File: src/rtl/sync_event_map.svh
// Register offsets, field positions and timing counts for the sync and content logic
`ifndef SYNC_EVENT_MAP_SVH
`define SYNC_EVENT_MAP_SVH
`define PERIODIC_SYNC_INTERVAL_OFF 12'h0d4
`define COMMAND_CONTROL_OFF 12'h100
`define STATUS_OFF 12'h104
`define LUT_EVENT_TYPE_OFF 12'h200
`define LUT_PARTITION_TYPE_OFF 12'h240
`define SYNC_ENABLE_BIT 31
`define FORCE_SYNC_BIT 20
`define BLOCK_LEVEL_RESET 8'h01
`define SHORT_BUSY_NS 3000
`define CLOCK_PERIOD_NS 10
`define SHORT_BUSY_CYCLES (`SHORT_BUSY_NS / `CLOCK_PERIOD_NS)
`define CONTENT_MARKER 4'h7
`define STROBE_MARKER 4'h9
`define SYNC_TYPE_CODE 2'h3
`define ACK_COUNT_WIDTH 8
`endif

File: src/rtl/sync_event_pkg.sv
// Types shared by both ends of the trigger/busy link
package sync_event_pkg;
  typedef enum logic [1:0] {
    dev_run,
    dev_short_busy,
    dev_wait_release
  } dev_state_t;
  typedef logic [15:0] link_word_t;
  typedef logic [7:0] event_type_t;
endpackage

File: src/rtl/trigger_link_if.sv
// Trigger word link and busy return between the central unit and interface boards
`timescale 1ns/1ps
`default_nettype none
interface trigger_link_if;
  logic [15:0] link_word;
  logic link_valid;
  logic [3:0] board_busy;
  logic [3:0] readout_ack;
  modport central_trigger_unit (output link_word, output link_valid, input board_busy);
  modport frontend_interface_board (input link_word, input link_valid, output board_busy,
    input readout_ack);
endinterface
`default_nettype wire

File: src/rtl/central_trigger_unit.sv
// Central trigger unit: sync generation, trigger pause, content words, type lookup
//
// Summary of operation
// - Periodic mode marks last event every Nth block
// - Block level up to 255 events
// - Interval N and enable at periodic_sync_interval
// - Periodic sync keeps the original event type
// - Forced sync inserts extra event, type zero
// - Bit 20 at command_control forces sync
// - Front panel input also makes sync
// - After sync, 3 us busy blocks triggers
// - Boards raise busy and set marker
// - Board busy arrives within 3 us
// - Board releases busy on final acknowledge
// - Resume only after all boards release busy
// - Counters continue across the sync pause
// - Content word follows strobe, marker 0111
// - Bits 11:8 branch flags, 7:0 local count
// - At most one readout trigger per 32 ns; not enforced, trigger_in is taken on any dev_run cycle
// - Board decodes content into event word 4
// - Eight lookup cells each, fixed combination
// - Type code 11 in bits 9:8 marks sync
//
// Our own choice: the AXI4-Lite interface to the registers.
`timescale 1ns/1ps
`default_nettype none
`include "sync_event_map.svh"
module central_trigger_unit
  import sync_event_pkg::*;
(
  // Clock and reset
  input wire logic aclk,
  input wire logic aresetn,
  // AXI4-Lite slave
  input wire logic [11:0] s_axi_awaddr,
  input wire logic s_axi_awvalid,
  output logic s_axi_awready,
  input wire logic [31:0] s_axi_wdata,
  input wire logic [3:0] s_axi_wstrb,
  input wire logic s_axi_wvalid,
  output logic s_axi_wready,
  output logic [1:0] s_axi_bresp,
  output logic s_axi_bvalid,
  input wire logic s_axi_bready,
  input wire logic [11:0] s_axi_araddr,
  input wire logic s_axi_arvalid,
  output logic s_axi_arready,
  output logic [31:0] s_axi_rdata,
  output logic [1:0] s_axi_rresp,
  output logic s_axi_rvalid,
  input wire logic s_axi_rready,
  // Trigger sources
  input wire logic trigger_in,
  input wire logic [7:0] trigger_inputs,
  input wire logic [3:0] local_trigger,
  input wire logic [3:0] branch_match,
  input wire logic front_panel_sync,
  input wire logic buffer_mode,
  // Status
  output logic trigger_accepted,
  output logic [31:0] event_number,
  // Link
  trigger_link_if.central_trigger_unit link
);
  // ----------------------------------------
  // Registers
  // ----------------------------------------
  logic [15:0] sync_interval;
  logic sync_enable;
  logic [7:0] block_level;
  logic [7:0] lut_event [0:7];
  logic [7:0] lut_part [0:7];
  logic aw_held, w_held;
  logic [11:0] aw_addr;
  logic [31:0] w_data;
  logic force_pulse;
  dev_state_t state;
  logic [8:0] busy_count;
  logic [7:0] event_in_block;
  logic [15:0] block_count;
  logic [31:0] trigger_time;
  logic [7:0] local_count;
  logic [3:0] branch_flags;
  logic content_pending;
  logic [15:0] pending_content;
  logic front_panel_q;
  logic sync_request;

  // ----------------------------------------
  // Bus decode
  // ----------------------------------------
  wire do_write = aw_held && w_held && !s_axi_bvalid;
  wire hit_interval = aw_addr == `PERIODIC_SYNC_INTERVAL_OFF;
  wire hit_command = aw_addr == `COMMAND_CONTROL_OFF;
  wire hit_lut_e = aw_addr[11:5] == 7'(`LUT_EVENT_TYPE_OFF >> 5);
  wire hit_lut_p = aw_addr[11:5] == 7'(`LUT_PARTITION_TYPE_OFF >> 5);
  wire [2:0] lut_idx = aw_addr[4:2];
  wire [2:0] rd_idx = s_axi_araddr[4:2];
  wire rd_lut_e = s_axi_araddr[11:5] == 7'(`LUT_EVENT_TYPE_OFF >> 5);
  wire rd_lut_p = s_axi_araddr[11:5] == 7'(`LUT_PARTITION_TYPE_OFF >> 5);
  wire rd_known = rd_lut_e || rd_lut_p || s_axi_araddr == `PERIODIC_SYNC_INTERVAL_OFF ||
    s_axi_araddr == `COMMAND_CONTROL_OFF || s_axi_araddr == `STATUS_OFF;
  wire [31:0] rd_value =
    rd_lut_e ? {24'h000000, lut_event[rd_idx]} :
    rd_lut_p ? {24'h000000, lut_part[rd_idx]} :
    s_axi_araddr == `PERIODIC_SYNC_INTERVAL_OFF ?
      {sync_enable, 7'h00, block_level, sync_interval} :
    s_axi_araddr == `STATUS_OFF ? {28'h0000000, link.board_busy == 4'h0, 1'b0, state} :
    32'h00000000;

  // ----------------------------------------
  // Event type lookup and trigger path
  // ----------------------------------------
  wire [7:0] type_a = lut_event[trigger_inputs[2:0]];
  wire [7:0] type_b = lut_event[{1'b1, trigger_inputs[4:3]}];
  wire [7:0] part_type = lut_part[trigger_inputs[7:5]];
  wire [7:0] event_type = (type_a | type_b) ^ part_type;
  wire can_trigger = state == dev_run;
  wire take = trigger_in && can_trigger;
  wire last_in_block = event_in_block >= block_level - 8'h01;
  wire periodic_sync = sync_enable && take && last_in_block &&
    block_count >= sync_interval - 16'h0001;
  wire forced = can_trigger && !take && sync_request;
  wire fp_rise = front_panel_sync && !front_panel_q;
  wire [1:0] type_code = periodic_sync || forced ? `SYNC_TYPE_CODE : 2'h1;
  wire [5:0] strobe_type = forced ? 6'h00 : event_type[7:2];
  wire [15:0] strobe_word = {`STROBE_MARKER, trigger_time[1:0], type_code, 2'h0, strobe_type};
  wire [7:0] next_local = local_count + {7'h00, |local_trigger};

  always_ff @(posedge aclk) begin
    if (!aresetn) begin
      s_axi_awready <= 1'b0;
      s_axi_wready <= 1'b0;
      aw_held <= 1'b0;
      w_held <= 1'b0;
      aw_addr <= 12'h000;
      w_data <= 32'h00000000;
      s_axi_bvalid <= 1'b0;
      s_axi_bresp <= 2'h0;
      s_axi_arready <= 1'b0;
      s_axi_rvalid <= 1'b0;
      s_axi_rdata <= 32'h00000000;
      s_axi_rresp <= 2'h0;
      sync_interval <= 16'h0001;
      sync_enable <= 1'b0;
      block_level <= `BLOCK_LEVEL_RESET;
      force_pulse <= 1'b0;
      for (int i = 0; i < 8; i++) begin
        lut_event[i] <= 8'h00;
        lut_part[i] <= 8'h00;
      end
    end else begin
      s_axi_awready <= !aw_held && !s_axi_awready && s_axi_awvalid;
      s_axi_wready <= !w_held && !s_axi_wready && s_axi_wvalid;
      if (s_axi_awvalid && s_axi_awready) begin
        aw_held <= 1'b1;
        aw_addr <= s_axi_awaddr;
      end
      if (s_axi_wvalid && s_axi_wready) begin
        w_held <= 1'b1;
        w_data <= s_axi_wdata;
      end
      force_pulse <= 1'b0;
      if (do_write) begin
        aw_held <= 1'b0;
        w_held <= 1'b0;
        s_axi_bvalid <= 1'b1;
        s_axi_bresp <= (hit_interval || hit_command || hit_lut_e || hit_lut_p) ? 2'h0 : 2'h2;
        if (hit_interval) begin
          sync_interval <= w_data[15:0] == 16'h0000 ? 16'h0001 : w_data[15:0];
          block_level <= w_data[23:16] == 8'h00 ? 8'h01 : w_data[23:16];
          sync_enable <= w_data[`SYNC_ENABLE_BIT];
        end
        if (hit_command)
          force_pulse <= w_data[`FORCE_SYNC_BIT];
        if (hit_lut_e)
          lut_event[lut_idx] <= w_data[7:0];
        if (hit_lut_p)
          lut_part[lut_idx] <= w_data[7:0];
      end else if (s_axi_bvalid && s_axi_bready) begin
        s_axi_bvalid <= 1'b0;
      end
      s_axi_arready <= !s_axi_arready && !s_axi_rvalid && s_axi_arvalid;
      if (s_axi_arvalid && s_axi_arready) begin
        s_axi_rvalid <= 1'b1;
        s_axi_rdata <= rd_value;
        s_axi_rresp <= rd_known ? 2'h0 : 2'h2;
      end else if (s_axi_rvalid && s_axi_rready) begin
        s_axi_rvalid <= 1'b0;
      end
    end
  end

  // ----------------------------------------
  // Sync control and link words
  // ----------------------------------------
  always_ff @(posedge aclk) begin
    if (!aresetn) begin
      state <= dev_run;
      busy_count <= 9'h000;
      event_in_block <= 8'h00;
      block_count <= 16'h0000;
      trigger_time <= 32'h00000000;
      event_number <= 32'h00000000;
      local_count <= 8'h00;
      branch_flags <= 4'h0;
      content_pending <= 1'b0;
      pending_content <= 16'h0000;
      front_panel_q <= 1'b0;
      sync_request <= 1'b0;
      trigger_accepted <= 1'b0;
      link.link_word <= 16'h0000;
      link.link_valid <= 1'b0;
    end else begin
      front_panel_q <= front_panel_sync;
      trigger_time <= trigger_time + 32'h00000001;
      if (force_pulse || fp_rise)
        sync_request <= 1'b1;
      else if (forced)
        sync_request <= 1'b0;
      branch_flags <= branch_flags | (local_trigger & branch_match);
      local_count <= next_local;
      trigger_accepted <= take || forced;
      link.link_valid <= 1'b1;
      if (take || forced) begin
        event_number <= event_number + 32'h00000001;
        link.link_word <= strobe_word;
        content_pending <= buffer_mode;
        pending_content <= {`CONTENT_MARKER, branch_flags | (local_trigger & branch_match),
          next_local};
        branch_flags <= 4'h0;
        local_count <= 8'h00;
      end else if (content_pending) begin
        link.link_word <= pending_content;
        content_pending <= 1'b0;
      end else begin
        link.link_word <= {4'h4, trigger_time[13:2]};
      end
      if (take) begin
        if (last_in_block) begin
          event_in_block <= 8'h00;
          block_count <= periodic_sync ? 16'h0000 : block_count + 16'h0001;
        end else begin
          event_in_block <= event_in_block + 8'h01;
        end
      end
      case (state)
        dev_run: begin
          if (periodic_sync || forced) begin
            state <= dev_short_busy;
            busy_count <= 9'(`SHORT_BUSY_CYCLES - 1);
          end
        end
        dev_short_busy: begin
          if (busy_count == 9'h000)
            state <= dev_wait_release;
          else
            busy_count <= busy_count - 9'h001;
        end
        dev_wait_release: begin
          if (link.board_busy == 4'h0)
            state <= dev_run;
        end
        default: state <= dev_run;
      endcase
    end
  end
endmodule
`default_nettype wire

File: src/rtl/frontend_interface_board.sv
// Interface board end: sync busy, polling marker and content-word decode
`timescale 1ns/1ps
`default_nettype none
`include "sync_event_map.svh"
module frontend_interface_board
  import sync_event_pkg::*;
(
  // Clock and reset
  input wire logic aclk,
  input wire logic aresetn,
  // Readout side
  input wire logic [3:0] block_pending,
  output logic [3:0] sync_marker,
  output logic [3:0] trigger_out,
  output logic [11:0] event_word4_high,
  output logic event_word4_valid,
  // Link
  trigger_link_if.frontend_interface_board link
);
  // ----------------------------------------
  // Per-board state
  // ----------------------------------------
  logic [3:0] sync_busy;
  logic [`ACK_COUNT_WIDTH-1:0] outstanding [0:3];
  wire is_strobe = link.link_valid && link.link_word[15:12] == `STROBE_MARKER;
  wire is_sync = is_strobe && link.link_word[9:8] == `SYNC_TYPE_CODE;
  wire is_content = link.link_valid && link.link_word[15:12] == `CONTENT_MARKER;

  always_ff @(posedge aclk) begin
    if (!aresetn) begin
      sync_busy <= 4'h0;
      sync_marker <= 4'h0;
      trigger_out <= 4'h0;
      event_word4_high <= 12'h000;
      event_word4_valid <= 1'b0;
      link.board_busy <= 4'h0;
      for (int i = 0; i < 4; i++)
        outstanding[i] <= '0;
    end else begin
      trigger_out <= is_strobe && link.link_word[9:8] != 2'h0 ? 4'hf : 4'h0;
      event_word4_valid <= is_content;
      if (is_content)
        event_word4_high <= link.link_word[11:0];
      for (int i = 0; i < 4; i++) begin
        if (is_sync) begin
          sync_busy[i] <= 1'b1;
          sync_marker[i] <= 1'b1;
          outstanding[i] <= block_pending[i] ? 8'h02 : 8'h01;
        end else if (sync_busy[i] && link.readout_ack[i]) begin
          if (outstanding[i] <= 8'h01) begin
            sync_busy[i] <= 1'b0;
            sync_marker[i] <= 1'b0;
          end
          outstanding[i] <= outstanding[i] - 8'h01;
        end else if (sync_busy[i] && block_pending[i] && outstanding[i] == 8'h01) begin
          outstanding[i] <= 8'h02;
        end
      end
      link.board_busy <= sync_busy | (is_sync ? 4'hf : 4'h0);
    end
  end
endmodule
`default_nettype wire

File: src/flat_wrapper.sv
// flat-port wrapper written by rule: the top's interface ports become plain ports
module central_trigger_unit_flat import sync_event_pkg::*;
  (aclk, aresetn, s_axi_awaddr, s_axi_awvalid, s_axi_awready, s_axi_wdata, s_axi_wstrb, s_axi_wvalid, s_axi_wready, s_axi_bresp, s_axi_bvalid, s_axi_bready, s_axi_araddr, s_axi_arvalid, s_axi_arready, s_axi_rdata, s_axi_rresp, s_axi_rvalid, s_axi_rready, trigger_in, trigger_inputs, local_trigger, branch_match, front_panel_sync, buffer_mode, trigger_accepted, event_number, link_link_word, link_link_valid, link_board_busy);
  trigger_link_if link_i ();
  input wire logic aclk;
  input wire logic aresetn;
  input wire logic [11:0] s_axi_awaddr;
  input wire logic s_axi_awvalid;
  output logic s_axi_awready;
  input wire logic [31:0] s_axi_wdata;
  input wire logic [3:0] s_axi_wstrb;
  input wire logic s_axi_wvalid;
  output logic s_axi_wready;
  output logic [1:0] s_axi_bresp;
  output logic s_axi_bvalid;
  input wire logic s_axi_bready;
  input wire logic [11:0] s_axi_araddr;
  input wire logic s_axi_arvalid;
  output logic s_axi_arready;
  output logic [31:0] s_axi_rdata;
  output logic [1:0] s_axi_rresp;
  output logic s_axi_rvalid;
  input wire logic s_axi_rready;
  input wire logic trigger_in;
  input wire logic [7:0] trigger_inputs;
  input wire logic [3:0] local_trigger;
  input wire logic [3:0] branch_match;
  input wire logic front_panel_sync;
  input wire logic buffer_mode;
  output logic trigger_accepted;
  output logic [31:0] event_number;
  output wire logic [$bits(link_i.link_word)-1:0] link_link_word;
  output wire logic [$bits(link_i.link_valid)-1:0] link_link_valid;
  input wire logic [$bits(link_i.board_busy)-1:0] link_board_busy;
  assign link_link_word = link_i.link_word;
  assign link_link_valid = link_i.link_valid;
  assign link_i.board_busy = link_board_busy;
  central_trigger_unit u_core (.aclk(aclk), .aresetn(aresetn), .s_axi_awaddr(s_axi_awaddr), .s_axi_awvalid(s_axi_awvalid), .s_axi_awready(s_axi_awready), .s_axi_wdata(s_axi_wdata), .s_axi_wstrb(s_axi_wstrb), .s_axi_wvalid(s_axi_wvalid), .s_axi_wready(s_axi_wready), .s_axi_bresp(s_axi_bresp), .s_axi_bvalid(s_axi_bvalid), .s_axi_bready(s_axi_bready), .s_axi_araddr(s_axi_araddr), .s_axi_arvalid(s_axi_arvalid), .s_axi_arready(s_axi_arready), .s_axi_rdata(s_axi_rdata), .s_axi_rresp(s_axi_rresp), .s_axi_rvalid(s_axi_rvalid), .s_axi_rready(s_axi_rready), .trigger_in(trigger_in), .trigger_inputs(trigger_inputs), .local_trigger(local_trigger), .branch_match(branch_match), .front_panel_sync(front_panel_sync), .buffer_mode(buffer_mode), .trigger_accepted(trigger_accepted), .event_number(event_number), .link(link_i));
endmodule
File: config.mk
export PLATFORM = sky130hd
export DESIGN_NAME = central_trigger_unit_flat
export DESIGN_NICKNAME = d
export VERILOG_FILES = /design/src/rtl/sync_event_pkg.sv /design/src/rtl/trigger_link_if.sv /design/src/rtl/central_trigger_unit.sv /design/src/rtl/frontend_interface_board.sv /design/src/flat_wrapper.sv
export VERILOG_INCLUDE_DIRS = /design/src /design/src/rtl
export SDC_FILE = /design/constraint.sdc
export NUM_CORES = 1
export LEC_CHECK = 0
export ABC_CLOCK_PERIOD_IN_PS = 4090
export BUFFER_PORTS_ARGS = -buffer_cell sky130_fd_sc_hd__buf_2
export CORE_MARGIN = 3
export CORE_UTILIZATION = 35
export CTS_CLUSTER_DIAMETER = 40
export CTS_CLUSTER_SIZE = 40
export DETAILED_ROUTE_END_ITERATION = 8
export SLEW_MARGIN = 5
export SYNTH_ARGS = -nofsm -noshare
export SYNTH_HDL_FRONTEND = slang
export SYNTH_SLANG_ARGS = --single-unit
File: constraint.sdc
create_clock -name aclk -period 4.09 [get_ports aclk]
set_input_delay 0.818 -clock aclk [delete_from_list [all_inputs] [get_ports aclk]]
set_output_delay 0.818 -clock aclk [all_outputs]
set_load 0.01 [all_outputs]
==> summary.md, run 1 <==
| Metric | Value |
|---|---|
| Status | finished clean |
| Clk pin slew, worst setup/hold paths | 0.06 ns |
| CTS Buffer Depth | 3 |
| Pwr/cell area | 458.8 nW/µm² |
| Initial antenna violation count | 1 |
| Fin area | 19700 µm² |
| Htree depth | 2 |
| Worst setup path endpoint | u_core.busy_count[2]$_SDFFE_PN0P_ |
| Sequential-to-total area share from yosys stat | 50.49% |
| Final Util | 42.95% |
| Vias in the first global route | 12112 |
| Synth area leader | dfxtp_1 |
| Post-route clock skew | 0.02426 ns |
| Syn-to-layout area delta | 19.75% |
| Clk_lat worst skew | between 0.5 and 0.6 ns |
| Met2 WL post-DR | around 21000 µm |
| Routed len/inst | about 19 µm |
| Final worst slack | 0.4371 ns |
| First-pass GRT wire length | 68030 µm |
| Post-CTS setup buffer count | 0 |
| Setup Crit Path Kind | flop to flop |
| Die boundary width | 222.8 µm |
| Synth area leaders | dfxtp_1, edfxtp_1, mux4_2 |
| Compound-cell area share of the yosys netlist | 7.825% |
| # fillers | 4358 |
| Slew Limit Fails | 0 |
| IO Port Bufs | 160 |
| Max-capacitance violation count | 0 |
| Starting density of the core | 35.87% |
| CTS tree | done |
| Top Metal Used | met5 |
| I/O pin total | roughly 180 |
| Cell leakage power | 7.456 nW |
| Synth Area in Adders | ~2.5% |
| Synth Register Bits | approximately 350 |
| Worst EP required | around 4.5 ns |
| Met3 Wirelength | about 2700 µm |
| Critical Path Sink Type | flop |
| RSZ-0062 raised after global routing | no |
| Maximum VDD drop | 0.3760 mV |
| Pre-CTS WS | 0.4497 ns |
| Synth Cell Area | 16450 µm² |
| GP Congestion | slightly above 0.8 |
| Layout Cells excl Fill | 2348 |
| Fraction of layout cells with a size suffix above 1 | 21.11% |
| WP data arrival | 4.09 ns |
| Hpwl dp | 31280 µm |
| M1 WL | 19320 µm |
| Routed vias | 12246 |
| Synth warn | 0 |
| EDFF count, synth | approximately 130 |
| Post-synth top area share | 27.13% |
| Proportion of synthesized area in mux cells | about an eighth |
| Worst Setup SP | u_core.sync_interval[0]$_SDFFE_PN1P_ |
| DR vias/cell | 5.216 |
| Post-Synth XOR/XNOR Area | 4.418% |
| CTS sink cnt | ~350 |
| Count of nets after finishing | 1827 |
| Finish-stage setup viols | 0 |
| GRT Residual Overflow | 0 |
| Final Hold Viols | 0 |
| Largest family of logic cells by synthesized area | simple AND/OR/NAND/NOR gates |
| Root buffer cell | clkbuf_16 |
| DRT iter0 DRCs | 897 |
| CP Max Fanout | 7 |
| Count leader, synth | dfxtp_1 |
| Placed Area | 17840 µm² |
| Maximum number of pins on one net before global-route repair | 67 |
| Distinct cells, synth | 61 |
| Max-Slew Margin vs Limit | 31.99% |
| GRT Total Usage | between 10% and 20% |
| Cts bufs inserted | 52 |
| Placed cells | 2250 |
| Post-CTS sizing | 0 |
| Wirelength, routed | 44040 µm |
| Slew of the pin with the lowest slew margin | 1.020 ns |
| R2R cell count | 16 |
| Die ar. | between 40000 and 50000 µm² |
| Drt first pass iters | 6 |
| Source of the worst register-to-register timing path | u_core.sync_interval[0]$_SDFFE_PN1P_ |
| Final period util | approximately nine tenths |
| Simple-gate share of the synthesized area | 19.29% |
| R2R Path End | u_core.busy_count[2]$_SDFFE_PN0P_ |
| Crit start category | flop |
| Antenna violation net count after detailed routing | 0 |
| Row cnt | 78 |
| Setup TNS | 0 ns |
| Syn Inst Count | 1545 |
| Ant. Diodes | 0 |
| Die H | between 200 and 250 µm |
| PnR Total Power | 9.039 mW |
| Worst hold slack | 0.4450 ns |
| Worst R2R Setup Slack | between 0.4 and 0.5 ns |
| Max Clock Freq | around 270 MHz |
| Hold Crit Class | input port to flop |
| Top cells by count, synth | dfxtp_1, nor2_1, nand2_1, and2_1, edfxtp_1 |
| Core area | roughly 46000 µm² |
| Min cycle time layout | about 3.7 ns |
| DRC viols | 0 |
| Async set-reset flop share out of synthesis | 0% |
| # hold bufs at CTS | 0 |
| Top FF cell, synth | dfxtp_1 |
| Mapped Avg Cell Area | approximately 11 µm² |
[cell usage in the layout (no fill, tap or decap), drive strengths merged, types with 13 or more instances in the layout]
cell and count:
nand2 139, and2 139, o21ai 44, edfxtp 128
and3 15, buf 196, nor2 174, mux2i 52
a211oi 25, clkbuf 58, ha 33, nor4 25
xnor2 49, a22oi 17, nand3 38, or3 13
dfxtp 223, inv 44, nand4 16, a21oi 81
nor3 15, mux4 65, xor2 34
[logic make-up (layout without fill, tap and decap cells)]
family	Yosys count	in the layout
mux	117	117
compound gates	211	211
xor+xnor	83	83
buf+inv	120	315
other cells	1	9
fa+ha+maj	33	33
simple gates	629	629
flops	351	351
[worst min-delay path by stage]
stage,from,endpoint,slack [ns],cells past startpoint
floorplan,u_core.aw_held$_SDFFE_PP0P_,u_core.s_axi_awready$_SDFF_PN0_,0.40,1
global placement,u_core.trigger_time[0]$_SDFF_PN0_,u_core.trigger_time[0]$_SDFF_PN0_,0.44,1
detailed placement,u_core.aw_addr[10]$_SDFFE_PN0P_,u_core.aw_addr[10]$_SDFFE_PN0P_,0.45,2
CTS,front_panel_sync,u_core.front_panel_q$_SDFF_PN0_,0.41,2
global route,front_panel_sync,u_core.front_panel_q$_SDFF_PN0_,0.43,2
finish,front_panel_sync,u_core.front_panel_q$_SDFF_PN0_,0.45,2
[critical path, cell delays in order (launching register included)]
cell      delay, ns
dfxtp_1        0.33
inv_1          0.12
ha_1           0.20
nand2_1        0.10
nor4_1         0.20
buf_4          0.17
nand2_1        0.07
nor2_1         0.13
xnor2_1        0.09
ha_1           0.30
nand4_1        0.16
or4_1          0.56
a31oi_1        0.19
o41ai_2        0.09
buf_4          0.17
o211ai_1       0.43
a311oi_1       0.19
[per-layer routing]
layer / GRT usage, % / up-vias
met3: 4.069 / 71
met1: 22.51 / 5937
met4: 5.004 / 2
met2: 28.95 / 355
li1: - / 5881
met5: 0 / -
[report_power, final]
group,leakage (nW),switching [mW],total (mW),internal [mW]
Sequential,3.13,0.0945,3.82,3.72
Combinational,3.42,0.347,0.602,0.255
Clock,0.906,1.89,4.62,2.73
Total,7.46,2.33,9.04,6.71
[state kept, by name, indices dropped and copies added, names as in the netlist, 2 cells and up]
name                    count
u_core.w_data              25
u_core.busy_count           9
u_core.branch_flags         4
u_core.s_axi_rdata         25
u_core.aw_addr             12
u_core.link.link_word      15
u_core.sync_interval       16
u_core.local_count          8
u_core.pending_content     13
u_core.event_in_block       8
u_core.block_count         16
u_core.event_number        32
u_core.lut_part            64
u_core.lut_event           64
u_core.trigger_time        14
u_core.block_level          8
u_core.state                2
[area by class of cell]
| type | count | area, µm² | area share [%] |
|---|---|---|---|
| Clock buffer | 58 | 1408 | 7.144 |
| Sequential cell | 351 | 8308 | 42.17 |
| Inverter | 21 | 81.33 | 0.4128 |
| Tap cell | 600 | 750.7 | 3.810 |
| Timing Repair Buffer | 196 | 1071 | 5.436 |
| Multi-Input combinational cell | 1082 | 7634 | 38.74 |
| Clock inverter | 40 | 450.4 | 2.286 |
Note: power is estimated with default switching activity, not from simulation.
==> inputs of run 2 (changes only) <==
Settings changed: PLACE_DENSITY_LB_ADDON set to 0.05.
==> summary.md, run 2 (same netlist as run 1, synthesis figures left out) <==
| Metric | Value |
|---|---|
| Cell leakage power | 7.523 nW (+0.90%) |
| Drt first pass iters | 5 (-1) |
| Top Metal Used | met5 |
| Clk pin slew, worst setup/hold paths | 0.06 ns (about the same) |
| Status | finished clean |
| CTS tree | done |
| DRT iter0 DRCs | 582 (-35%) |
| Maximum number of pins on one net before global-route repair | 73 (+9.0%) |
| DRC viols | 0 (unchanged) |
| Min cycle time layout | 3.541 ns (-0.1119 ns) |
| Final period util | 86.58% (-2.7 points) |
| Slew of the pin with the lowest slew margin | 1.166 ns (+0.1456 ns) |
| Setup Crit Path Kind | flop to flop |
| Routed len/inst | 19.86 µm (+5.9%) |
| Worst path slowest cell | or4_1 |
| Hpwl dp | 32840 µm (+5.0%) |
| I/O pin total | 181 (unchanged) |
| CP max stage delay | 0.56 ns (about the same) |
| Syn-to-layout area delta | 20.83% |
| Antenna violation net count after detailed routing | 0 (unchanged) |
| PnR Total Power | 9.479 mW (+4.9%) |
| Final worst slack | 0.5490 ns (+0.1119 ns) |
| RSZ-0062 raised after global routing | no |
| Row cnt | 78 (unchanged) |
| CTS Buffer Depth | 3 (unchanged) |
| M1 WL | 21450 µm (+11%) |
| Wirelength, routed | 46820 µm (+6.3%) |
| WP data arrival | 3.99 ns (-0.10 ns) |
| Die H | 222.8 µm (unchanged) |
| Htree depth | 2 (unchanged) |
| Pwr/cell area | 476.8 nW/µm² (+3.9%) |
| Routed vias | 12070 (-1.4%) |
| Most frequent cells in the layout | dfxtp_1, nor2_1, buf_2 |
| Top Registers | u_core.lut_event: 64 flops, u_core.lut_part: 64 flops, u_core.event_number: 32 flops |
| Area occupied by registers | 8308 µm² (unchanged) |
| IO Port Bufs | 160 (unchanged) |
| Max-capacitance violation count | 0 (unchanged) |
| CP Max Fanout | 6 (-1) |
| Pre-CTS WS | 0.5285 ns (+0.07879 ns) |
| Finish-stage setup viols | 0 (unchanged) |
| Critical Path Sink Type | flop |
| Core area | 45870 µm² (unchanged) |
| First-pass GRT wire length | 71890 µm (+5.7%) |
| Most common cell after layout, fill and taps aside | dfxtp_1 |
| # fillers | 4469 (+2.5%) |
| Crit start category | flop |
| Post-CTS setup buffer count | 0 (unchanged) |
| DR vias/cell | 5.119 (-1.9%) |
| Max-Slew Margin vs Limit | 22.09% (-9.9 points) |
| Post-CTS sizing | 0 (unchanged) |
| Maximum VDD drop | 0.3050 mV (-19%) |
| Slew Limit Fails | 0 (unchanged) |
| Max Clock Freq | 282.4 MHz (+3.2%) |
| GRT Total Usage | 18.64% (+1.3 points) |
| Clk_lat worst skew | 0.60 ns (about the same) |
| Hold Crit Class | input port to flop |
| Die boundary width | 222.8 µm (unchanged) |
| Area of the multi-input gates | 7634 µm² (unchanged) |
| Ant. Diodes | 0 (unchanged) |
| Post-route clock skew | 0.01753 ns (-0.006734 ns) |
| Vias in the first global route | 12121 (+0.074%) |
| Initial antenna violation count | 1 (unchanged) |
| Count of nets after finishing | 1832 (+0.27%) |
| CTS sink cnt | 351 (unchanged) |
| GRT Residual Overflow | 0 (unchanged) |
| # hold bufs at CTS | 0 (unchanged) |
| Cts bufs inserted | 61 (+17%) |
| Met3 Wirelength | 2263 µm (-17%) |
| Root buffer cell | clkbuf_16 |
| CP Cell Sequence | inv_1 > ha_1 > nand2_1 > nor4_1 > buf_4 > nand2_1 > nor2_1 > xnor2_1 > ha_1 > nand4_1 > or4_1 > a31oi_1 > o41ai_2 > o211ai_1 > a311oi_1 |
| Die ar. | 49650 µm² (unchanged) |
| Worst EP required | 4.54 ns (about the same) |
| Met2 WL post-DR | 22210 µm (+5.8%) |
| GP Congestion | 0.7764 (-5.1%) |
| Starting density of the core | 35.87% (unchanged) |
| Fraction of layout cells with a size suffix above 1 | 20.99% (-0.12 points) |
| Final Hold Viols | 0 (unchanged) |
| Setup TNS | 0 ns (unchanged) |
==> run 2: changes by cell type in the layout (fill, tap and decap cells not counted), moves of 2 or more <==
cell,change
clkbuf_1,+9
buf_4,-5
clkinvlp_4,+4
inv_6,-3
clkbuf_8,+2
clkinv_8,-6
clkbuf_16,+9
clkinv_4,+2
inv_8,-10
bufinv_16,+3
clkinv_2,+4
==> run 2: path summary, 6_finish.rpt <==
check	cells past startpoint	endpoint	slack, ns	startpoint
max reg2reg	15	u_core.busy_count[2]$_SDFFE_PN0P_	0.55	u_core.sync_interval[0]$_SDFFE_PN1P_
min reg2reg	2	u_core.aw_addr[10]$_SDFFE_PN0P_	0.45	u_core.aw_addr[10]$_SDFFE_PN0P_
min	3	u_core.aw_addr[6]$_SDFFE_PN0P_	0.45	s_axi_awaddr[6]
max	15	u_core.busy_count[2]$_SDFFE_PN0P_	0.55	u_core.sync_interval[0]$_SDFFE_PN1P_
==> run 2: area by class of cell <==
type	instances	area share, %
Sequential cell	351	41.79
Clock buffer	78	8.522
Timing Repair Buffer	192	5.299
Clock inverter	34	1.806
Multi-Input combinational cell	1082	38.40
Inverter	21	0.4091
Tap cell	600	3.776
==> run 2: stage by stage <==
stage | instance area [µm²] | std cells | utilization (%) | hold WS (ns)
2_1_floorplan | 16480 | 1553 | - | 0.3997
3_3_place_gp | 17830 | 2246 | 38.87 | 0.4408
3_5_place_dp | 17830 | 2246 | 38.87 | 0.4440
4_1_cts | 19880 | 2358 | 43.34 | 0.4096
5_1_grt | 19880 | 2358 | 43.34 | 0.4171
6_report | 19880 | 2358 | 43.34 | 0.4478
==> run 2: where the power goes <==
| group | internal (mW) | switching [mW] | leakage (nW) |
|---|---|---|---|
| Combinational | 0.255 | 0.361 | 3.40 |
| Clock | 3.24 | 1.80 | 0.987 |
| Sequential | 3.73 | 0.0950 | 3.13 |
| Total | 7.23 | 2.25 | 7.52 |
==> run 2: worst max-delay path: cells and delay by family (launching register included) <==
kind / cells / cell delay [ns]
simple gates: 6 / 1.21
compound gates: 4 / 1.00
fa+ha+maj: 2 / 0.50
flops: 1 / 0.33
buf+inv: 2 / 0.29
xor+xnor: 1 / 0.09
==> run 2: routing by layer <==
metal / track usage [%] / up-vias
li1: - / 5880
met1: 24.91 / 5890
met2: 30.83 / 243
met3: 4.069 / 55
met4: 4.758 / 2
met5: 0 / -
